[src/hw/sewp_pkg.sv]
// Constants and types for the serial EEPROM write-protection block.
package sewp_pkg;
  localparam int unsigned SYNC_W = 6;
  localparam int unsigned IX_SCL = 0;
  localparam int unsigned IX_SDA = 1;
  localparam int unsigned IX_ZERO = 2;
  localparam int unsigned IX_ONE = 3;
  localparam int unsigned IX_TWO = 4;
  localparam int unsigned IX_HV = 5;
  localparam logic [5:0] SYNC_RST = 6'h03;
  localparam logic [3:0] TYPE_MEM = 4'ha;
  localparam logic [3:0] TYPE_PROT = 4'h6;
  localparam logic [2:0] SEL_SET = 3'h1;
  localparam logic [2:0] SEL_CLR = 3'h3;
  localparam logic [7:0] PROT_TOP = 8'h7f;
  localparam logic [3:0] BIT_ZERO = 4'h0;
  localparam logic [3:0] BIT_ONE = 4'h1;
  localparam logic [3:0] BIT_SEVEN = 4'h7;
  localparam logic [3:0] BIT_EIGHT = 4'h8;
  localparam logic [7:0] PTR_STEP = 8'h01;
  localparam logic [3:0] PAGE_STEP = 4'h1;
  localparam int unsigned MEM_BYTES = 256;
  localparam int unsigned CLK_MHZ = 125;
  localparam int unsigned KHZ_PER_MHZ = 1000;
  localparam int unsigned WR_TIME_MS = 5;
  localparam int unsigned WR_CYCLES = WR_TIME_MS * KHZ_PER_MHZ * CLK_MHZ;
  localparam int unsigned CNT_W = 20;
  localparam logic [19:0] CNT_ZERO = 20'h00000;
  localparam logic [19:0] CNT_ONE = 20'h00001;
  typedef enum logic [2:0] {
    OP_NONE = 3'h0,
    OP_MEMW = 3'h1,
    OP_MEMR = 3'h2,
    OP_SETREV = 3'h3,
    OP_CLRREV = 3'h4,
    OP_SETPERM = 3'h5,
    OP_STATUS = 3'h6
  } sewp_op_e;
  typedef enum logic [8:0] {
    ST_IDLE = 9'h001,
    ST_DEV = 9'h002,
    ST_DEV_ACK = 9'h004,
    ST_ADDR = 9'h008,
    ST_ADDR_ACK = 9'h010,
    ST_DATA = 9'h020,
    ST_DATA_ACK = 9'h040,
    ST_RD = 9'h080,
    ST_RD_ACK = 9'h100
  } sewp_state_e;
endpackage

[src/hw/sewp_eeprom.sv]
// Serial EEPROM slave with reversible and permanent write protection.
`timescale 1ns/1ps
`default_nettype none
module sewp_eeprom #(
  parameter int unsigned WRITE_CYCLES = sewp_pkg::WR_CYCLES
) (
  input wire logic mclk_in,
  input wire logic rst_n_in,
  input wire logic scl_in,
  input wire logic sda_in,
  output logic sda_out,
  output logic sda_oe_out,
  input wire logic strap_input_zero_in,
  input wire logic strap_input_one_in,
  input wire logic strap_input_two_in,
  input wire logic high_voltage_level_in,
  input wire logic nv_reversible_in,
  input wire logic nv_permanent_in,
  output logic reversible_protect_flag_out,
  output logic permanent_protect_out,
  output logic write_busy_out
);
  import sewp_pkg::*;

  // ****************************************************************
  // Pin synchronisers and glitch filter
  // ****************************************************************
  logic [SYNC_W-1:0] raw, sync1_q, sync2_q, sync3_q, filt_q, filt_d;
  assign raw = {high_voltage_level_in, strap_input_two_in,
    strap_input_one_in, strap_input_zero_in, sda_in, scl_in};
  // A level is taken only once the second and third stages agree.
  always_comb begin
    filt_d = (sync2_q & sync3_q) | (filt_q & (sync2_q ^ sync3_q));
  end
  always_ff @(posedge mclk_in or negedge rst_n_in) begin
    if (!rst_n_in) begin
      sync1_q <= SYNC_RST;
      sync2_q <= SYNC_RST;
      sync3_q <= SYNC_RST;
      filt_q <= SYNC_RST;
    end else begin
      sync1_q <= raw;
      sync2_q <= sync1_q;
      sync3_q <= sync2_q;
      filt_q <= filt_d;
    end
  end
  // ****************************************************************
  // Bus events and command decode
  // ****************************************************************
  sewp_state_e st_q, st_d;
  sewp_op_e op_q, op_d, pend_q, pend_d, dec_op;
  logic [3:0] bit_q, bit_d;
  logic [7:0] sh_q, sh_d, ptr_q, ptr_d, rd_q, rd_d, wa_q, wa_d, wd_q, wd_d;
  logic [7:0] byte_in, rd_next;
  logic [CNT_W-1:0] cnt_q, cnt_d;
  logic ack_q, ack_d, oe_q, oe_d, rev_q, rev_d, perm_q, perm_d, busy_q, busy_d;
  logic scl_f, sda_f, hv_f, a1_f, a2_f, scl_prev_q, sda_prev_q;
  logic scl_rise, scl_fall, start_c, stop_c, ld_q, we_q, we_d, drv_q;
  logic dec_ack, strap_eq, lower_lock, dev_done, data_done;
  logic [7:0] mem_q [MEM_BYTES];
  assign scl_f = filt_q[IX_SCL];
  assign sda_f = filt_q[IX_SDA];
  assign hv_f = filt_q[IX_HV];
  assign a1_f = filt_q[IX_ONE];
  assign a2_f = filt_q[IX_TWO];
  assign scl_rise = scl_f & ~scl_prev_q;
  assign scl_fall = ~scl_f & scl_prev_q;
  assign start_c = scl_f & scl_prev_q & sda_prev_q & ~sda_f;
  assign stop_c = scl_f & scl_prev_q & ~sda_prev_q & sda_f;
  assign byte_in = {sh_q[6:0], sda_f};
  assign rd_next = mem_q[ptr_q];
  assign strap_eq = byte_in[3:1] == {a2_f, a1_f, filt_q[IX_ZERO]};
  assign lower_lock = (ptr_q <= PROT_TOP) && (rev_q || perm_q);
  assign dev_done = (st_q == ST_DEV) && scl_rise && (bit_q == BIT_SEVEN);
  assign data_done = (st_q == ST_DATA) && scl_rise && (bit_q == BIT_SEVEN);
  always_comb begin
    dec_ack = 1'b0;
    dec_op = OP_NONE;
    if (busy_q) begin
      dec_ack = 1'b0;
    end else if (byte_in[7:4] == TYPE_MEM && strap_eq) begin
      dec_ack = 1'b1;
      dec_op = byte_in[0] ? OP_MEMR : OP_MEMW;
    end else if (byte_in[7:4] == TYPE_PROT && !perm_q) begin
      if (hv_f && !a2_f && !a1_f && byte_in[3:1] == SEL_SET) begin
        dec_ack = !rev_q;
        dec_op = byte_in[0] ? OP_STATUS : OP_SETREV;
      end else if (hv_f && !a2_f && a1_f && byte_in[3:1] == SEL_CLR) begin
        dec_ack = 1'b1;
        dec_op = byte_in[0] ? OP_STATUS : OP_CLRREV;
      end else if (!hv_f && strap_eq) begin
        dec_ack = 1'b1;
        dec_op = byte_in[0] ? OP_STATUS : OP_SETPERM;
      end
    end
  end
  // ****************************************************************
  // Protocol engine, protection flags and write timer
  // ****************************************************************
  always_comb begin
    st_d = st_q;
    op_d = op_q;
    pend_d = pend_q;
    bit_d = bit_q;
    sh_d = sh_q;
    ptr_d = ptr_q;
    rd_d = rd_q;
    ack_d = ack_q;
    oe_d = oe_q;
    rev_d = rev_q;
    perm_d = perm_q;
    we_d = 1'b0;
    wa_d = wa_q;
    wd_d = wd_q;
    cnt_d = (cnt_q != CNT_ZERO) ? cnt_q - CNT_ONE : CNT_ZERO;
    // The flags come back from the non-volatile cells after reset.
    if (!ld_q) begin
      rev_d = nv_reversible_in;
      perm_d = nv_permanent_in;
    end
    if (start_c) begin
      st_d = ST_DEV;
      bit_d = BIT_ZERO;
      oe_d = 1'b0;
      pend_d = OP_NONE;
    end else if (stop_c) begin
      st_d = ST_IDLE;
      oe_d = 1'b0;
      pend_d = OP_NONE;
      if (pend_q != OP_NONE && !busy_q) begin
        cnt_d = WRITE_CYCLES[CNT_W-1:0];
      end
      case (pend_q)
        OP_SETREV: rev_d = 1'b1;
        OP_CLRREV: rev_d = 1'b0;
        OP_SETPERM: perm_d = 1'b1;
        default: rev_d = rev_d;
      endcase
    end else begin
      case (st_q)
        ST_DEV, ST_ADDR, ST_DATA: begin
          if (scl_rise && bit_q != BIT_EIGHT) begin
            sh_d = byte_in;
            bit_d = bit_q + BIT_ONE;
            if (bit_q == BIT_SEVEN) begin
              if (st_q == ST_DEV) begin
                ack_d = dec_ack;
                op_d = dec_op;
              end else if (st_q == ST_ADDR) begin
                ack_d = 1'b1;
                if (op_q == OP_MEMW) begin
                  ptr_d = byte_in;
                end
              end else if (op_q == OP_MEMW) begin
                ack_d = !lower_lock;
                if (!lower_lock) begin
                  we_d = 1'b1;
                  wa_d = ptr_q;
                  wd_d = byte_in;
                  ptr_d = {ptr_q[7:4], ptr_q[3:0] + PAGE_STEP};
                  pend_d = OP_MEMW;
                end
              end else begin
                ack_d = 1'b1;
                pend_d = op_q;
              end
            end
          end else if (scl_fall && bit_q == BIT_EIGHT) begin
            oe_d = ack_q;
            bit_d = BIT_ZERO;
            if (!ack_q) begin
              st_d = ST_IDLE;
            end else if (st_q == ST_DEV) begin
              st_d = ST_DEV_ACK;
            end else if (st_q == ST_ADDR) begin
              st_d = ST_ADDR_ACK;
            end else begin
              st_d = ST_DATA_ACK;
            end
          end
        end
        ST_DEV_ACK, ST_ADDR_ACK, ST_DATA_ACK: begin
          if (scl_fall) begin
            oe_d = 1'b0;
            if (st_q == ST_DEV_ACK && op_q == OP_MEMR) begin
              rd_d = rd_next;
              ptr_d = ptr_q + PTR_STEP;
              oe_d = !rd_next[7];
              bit_d = BIT_ONE;
              st_d = ST_RD;
            end else if (st_q == ST_DEV_ACK && op_q == OP_STATUS) begin
              st_d = ST_IDLE;
            end else if (st_q == ST_DEV_ACK) begin
              st_d = ST_ADDR;
            end else begin
              st_d = ST_DATA;
            end
          end
        end
        ST_RD: begin
          if (scl_fall && bit_q == BIT_EIGHT) begin
            oe_d = 1'b0;
            st_d = ST_RD_ACK;
          end else if (scl_fall) begin
            rd_d = {rd_q[6:0], 1'b0};
            oe_d = !rd_q[6];
            bit_d = bit_q + BIT_ONE;
          end
        end
        ST_RD_ACK: begin
          if (scl_rise && sda_f) begin
            st_d = ST_IDLE;
          end else if (scl_fall) begin
            rd_d = rd_next;
            ptr_d = ptr_q + PTR_STEP;
            oe_d = !rd_next[7];
            bit_d = BIT_ONE;
            st_d = ST_RD;
          end
        end
        default: st_d = ST_IDLE;
      endcase
    end
    busy_d = cnt_d != CNT_ZERO;
  end
  always_ff @(posedge mclk_in or negedge rst_n_in) begin
    if (!rst_n_in) begin
      st_q <= ST_IDLE;
      op_q <= OP_NONE;
      pend_q <= OP_NONE;
      bit_q <= BIT_ZERO;
      sh_q <= '0;
      ptr_q <= '0;
      rd_q <= '0;
      wa_q <= '0;
      wd_q <= '0;
      ack_q <= 1'b0;
      oe_q <= 1'b0;
      rev_q <= 1'b0;
      perm_q <= 1'b0;
      busy_q <= 1'b0;
      we_q <= 1'b0;
      ld_q <= 1'b0;
      drv_q <= 1'b0;
      cnt_q <= CNT_ZERO;
      scl_prev_q <= 1'b1;
      sda_prev_q <= 1'b1;
    end else begin
      st_q <= st_d;
      op_q <= op_d;
      pend_q <= pend_d;
      bit_q <= bit_d;
      sh_q <= sh_d;
      ptr_q <= ptr_d;
      rd_q <= rd_d;
      wa_q <= wa_d;
      wd_q <= wd_d;
      ack_q <= ack_d;
      oe_q <= oe_d;
      rev_q <= rev_d;
      perm_q <= perm_d;
      busy_q <= busy_d;
      we_q <= we_d;
      ld_q <= 1'b1;
      drv_q <= 1'b0;
      cnt_q <= cnt_d;
      scl_prev_q <= scl_f;
      sda_prev_q <= sda_f;
    end
  end
  // The array has no reset so that its contents outlive a reset.
  always_ff @(posedge mclk_in) begin
    if (we_q) begin
      mem_q[wa_q] <= wd_q;
    end
  end
  assign sda_out = drv_q;
  assign sda_oe_out = oe_q;
  assign reversible_protect_flag_out = rev_q;
  assign permanent_protect_out = perm_q;
  assign write_busy_out = busy_q;
endmodule
`default_nettype wire

[config.mk]
export PLATFORM = sky130hd
export DESIGN_NAME = sewp_eeprom
export DESIGN_NICKNAME = d
export VERILOG_FILES = /design/src/hw/sewp_pkg.sv /design/src/hw/sewp_eeprom.sv
export SDC_FILE = /design/constraint.sdc
export NUM_CORES = 2
export LEC_CHECK = 0
export BUFFER_PORTS_ARGS = -buffer_cell sky130_fd_sc_hd__buf_2
export CAP_MARGIN = 10
export CORE_ASPECT_RATIO = 1.5
export CORE_MARGIN = 3
export CORE_UTILIZATION = 55
export CTS_CLUSTER_DIAMETER = 50
export DETAILED_ROUTE_END_ITERATION = 6
export GPL_TIMING_DRIVEN = 1
export PLACE_DENSITY = 0.8
export RECOVER_POWER = 100
export SYNTH_ARGS = -nofsm -noshare
export SYNTH_HDL_FRONTEND = slang
export SYNTH_SLANG_ARGS = --single-unit
[constraint.sdc]
create_clock -name mclk_in -period 6.1 [get_ports mclk_in]
set_input_delay 0.915 -clock mclk_in [delete_from_list [all_inputs] [get_ports mclk_in]]
set_output_delay 0.915 -clock mclk_in [all_outputs]
set_load 0.01 [all_outputs]
==> results.cfg <==
[grt]
antenna_found_initial = 11
gr-total-overflow = 0
grt_pass1_vias = 45900
grt_max_degree = 258
grt_util_all_layers_pct = 28.0
grt_pass1_wl_um = 323000

[power]
p_per_area_nw_per_um2 = 298
p_total_uw = 27700
vdd_drop_max_v = 0.000345
p_leak_uw = 0.0235
p_comb_share_pct = 0.2
p_clk_share_pct = 42.1
p_seq_share_pct = 57.7
p_switching_uw = 5260
power.internal_uw = 22500
p_sw_share_pct = 19.0

[sta]
setup_viol = 0
maxSlewHeadroom_pct = -224
fin_crit_ns = 5.23
timing.setup.tns_ns = 0
slew_violations = 2155
fin_skew_ns = 0.0421
rsz0062_at_grt = no
worst_slew_pin_slew_ns = 4.86
fmax_ghz = 0.191
period_share_pct = 85.7
hold_viol = 0
hold_ws_ns = 0.188

[logic_synthesis]
yosysSeqAreaShare_pct = 75.4
synthSimpleGateAreaFrac_pct = 4.00
synth_largest_area_cell = edfxtp_1
syn_avg_cell_area_um2 = 19.0
syn_nets = 4507
synth-compound-area-share_pct = 4.33
synth_xor_xnor_area_share_pct = 0.247
synthTopCellsByArea = edfxtp_1, mux4_2, mux2i_1
synth-main-ff-cell = edfxtp_1
synthArstFlopShare_pct = 5.10
ys_warn_count = 0
yosysTopAreaCellShare_pct = 72.1
muxShareOfSynthArea_pct = 14.0
synth_edf_count = 2048
synth_top_family_by_area = multiplexers
synth_seq_cells = 2158
yosys.cell_types.count = 84
synthAdderAreaFrac_pct = 0.161
syn_area_um2 = 85300
synthCells = 4486

[worst_setup_path]
cp.required_ns = 6.80
path_class = reg2reg
cp.buffers_inverters = 2
crit_path_max_incr_delay_ns = 1.25
cpLargestDelayFamily = buffers and inverters
startpoint_type = register
path_cells = clkbuf_4 -> buf_4 -> mux4_2 -> a22oi_1 -> a21oi_1 -> nor4_1 -> or3_1 -> o21ai_1
arrival_ns = 5.92
worstSetupEndpointType = register
cp_slowest_cell = clkbuf_4
worstPathMaxFanout = 72

[drt]
ant_nets = 0
drcViolationCount = 0
drt-pass1-iter-count = 6
wl_per_cell_um = 33.1
vias = 46100
viasPerCell = 6.88
routed_wl_um = 222000
drt_iter0_drc = 6485

[finish]
final_cells = 6702
drive_above_1_share_pct = 16.7
filler_cell_count = 10300
final_util_pct = 60.6
fin_nets = 4513
area_growth_pct = 9.17

[floorplan]
die_x_um = 327
start_util_pct = 55.5
coreArea_um2 = 154000
fp.dieArea_um2 = 160000
io_pins = 15
fp.dieH_um = 488
rows = 176

[clocking]
cts.sinks = 2158
postCtsSetupRepairBufs = 0
cts_tree = built
cts_max_level = 4
ctsResizeCount = 0
cts_buffers = 176
cts_buffer_depth = 3
clock_latency_ns = 0.84
clk_pin_slew_ns = 0.07
holdBufCountCts = 0
cts_root_buf = clkbuf_16

[placed_design]
port_buffers = 13
gp_congestion = 0.939
dp_cells = 6361
hpwl_um = 132000

[run_status]
failed_checks = capacitance limit, slew limit
outcome = complete, but fails checks

[worst_hold_path]
min_path_type = in2reg

[run]
maxCapViolCount = 29
==> metrics by stage <==
| step | worst slack, ns | cell area, um^2 |
|---|---|---|
| 6_report | 0.873 | 93100 |
| 2_1_floorplan | 2.12 | 85300 |
| 3_3_place_gp | 1.59 | 87400 |
| 4_1_cts | 1.55 | 93300 |
| 3_5_place_dp | 1.60 | 87400 |
| 5_1_grt | 0.833 | 93100 |
==> power groups by stage <==
| stage | Clock [uW] | Combinational [uW] | Sequential, uW |
|---|---|---|---|
| floorplan | 0 | 33.1 | 16300 |
| global route | 12300 | 66.3 | 16000 |
| global placement | 0 | 58.6 | 16300 |
| finish | 11700 | 58.7 | 16000 |
| detailed placement | 0 | 60.1 | 16300 |
| CTS | 11700 | 60.7 | 16000 |
==> layout by cell type, fill, tap and decap left out, types with 53 or more instances in the layout <==
cell | Yosys | routed
nor2_1 | 337 | 337
o221ai_1 | 107 | 107
edfxtp_1 | 2048 | 2048
nor3_1 | 70 | 72
clkbuf_16 | 0 | 184
o22ai_1 | 85 | 85
a21oi_1 | 108 | 108
o21ai_0 | 63 | 66
clkbuf_1 | 135 | 57
mux2i_1 | 335 | 335
nand2_1 | 111 | 111
dfrtp_1 | 99 | 93
mux4_2 | 366 | 366
buf_4 | 36 | 53
==> final cells by class <==
type | instances | area, um^2 | area share (%)
well taps | 2047 | 2560 | 2.75
repair buffers | 97 | 758 | 0.815
flip-flops and latches | 2158 | 64300 | 69.1
inverters | 19 | 76.3 | 0.0820
diodes | 14 | 35.0 | 0.0376
multi-input cells | 2040 | 19400 | 20.9
clock buffers | 236 | 4890 | 5.25
clock inverters | 91 | 1030 | 1.11
==> flip-flops by register name, indices dropped and copies added, names as in the netlist <==
register and count:
sync3_q 6, ack_q 1, sda_prev_q 1, reversible_protect_flag_out 1, wd_q 8, write_busy_out 1
bit_q 4, ptr_q 8, sync2_q 6, wa_q 8, op_q 3, rd_q 7
sync1_q 6, filt_q 6, permanent_protect_out 1, pend_q 3, cnt_q 20, sh_q 7
mem_q 2048, scl_prev_q 1, we_q 1, ld_q 1, st_q 9, sda_oe_out 1
==> kinds of logic (layout without fill, tap and decap cells) <==
family,Yosys count,in the layout
multiplexers,735,735
flip-flops,2158,2158
AO/OA/AOI/OAI,538,538
XOR/XNOR,24,24
buffers and inverters,288,443
AND/OR/NAND/NOR,730,730
adder cells (fa/ha/maj),11,11
other,2,16
==> worst paths after layout <==
| path | from | slack [ns] | cells after the start | end |
|---|---|---|---|---|
| setup / recovery | ptr_q[0] | 0.87 | 8 | rd_q[1] |
| hold / removal | scl_in | 0.19 | 1 | sync1_q[0] |
| setup reg to reg | ptr_q[0] | 0.87 | 8 | rd_q[1] |
| hold reg to reg | sync1_q[3] | 0.35 | 0 | sync2_q[3] |
| max in group asynchronous | rst_n_in | 1.69 | 1 | ptr_q[3] |
| min in group asynchronous | rst_n_in | 1.51 | 1 | pend_q[1] |
==> Yosys cell counts (9+ instances only) <==
master and count:
a21oi_1 108, xnor2_1 15, nor2b_1 27, and2_1 13, xor2_1 9, buf_1 17
ha_1 11, o31ai_1 9, mux2i_1 335, nor2_1 337, dfrtp_1 99, buf_6 36
nand2_1 111, a21o_1 11, nor3_1 70, buf_4 36, a2111oi_0 9, inv_1 17
mux2_2 32, clkbuf_1 135, edfxtp_1 2048, a31oi_1 12, or3_1 15, nand4_1 28
a22oi_1 49, nand2b_1 14, o211ai_1 9, dfstp_2 11, nand3_1 45, o221ai_1 107
o21ai_0 63, a211oi_1 22, buf_2 42, o22ai_1 85, mux4_2 366, nor4_1 21
==> metal layers <==
metal | track usage [%] | vias up | part of all wire, %
met4 | 19.0 | 4 | 8.2
met1 | 33.4 | 23200 | 32
met5 | 0.276 | - | 0.034
met2 | 45.5 | 3602 | 49
li1 | - | 18300 | -
met3 | 6.50 | 944 | 11
Power figures use the tool's default switching activity.
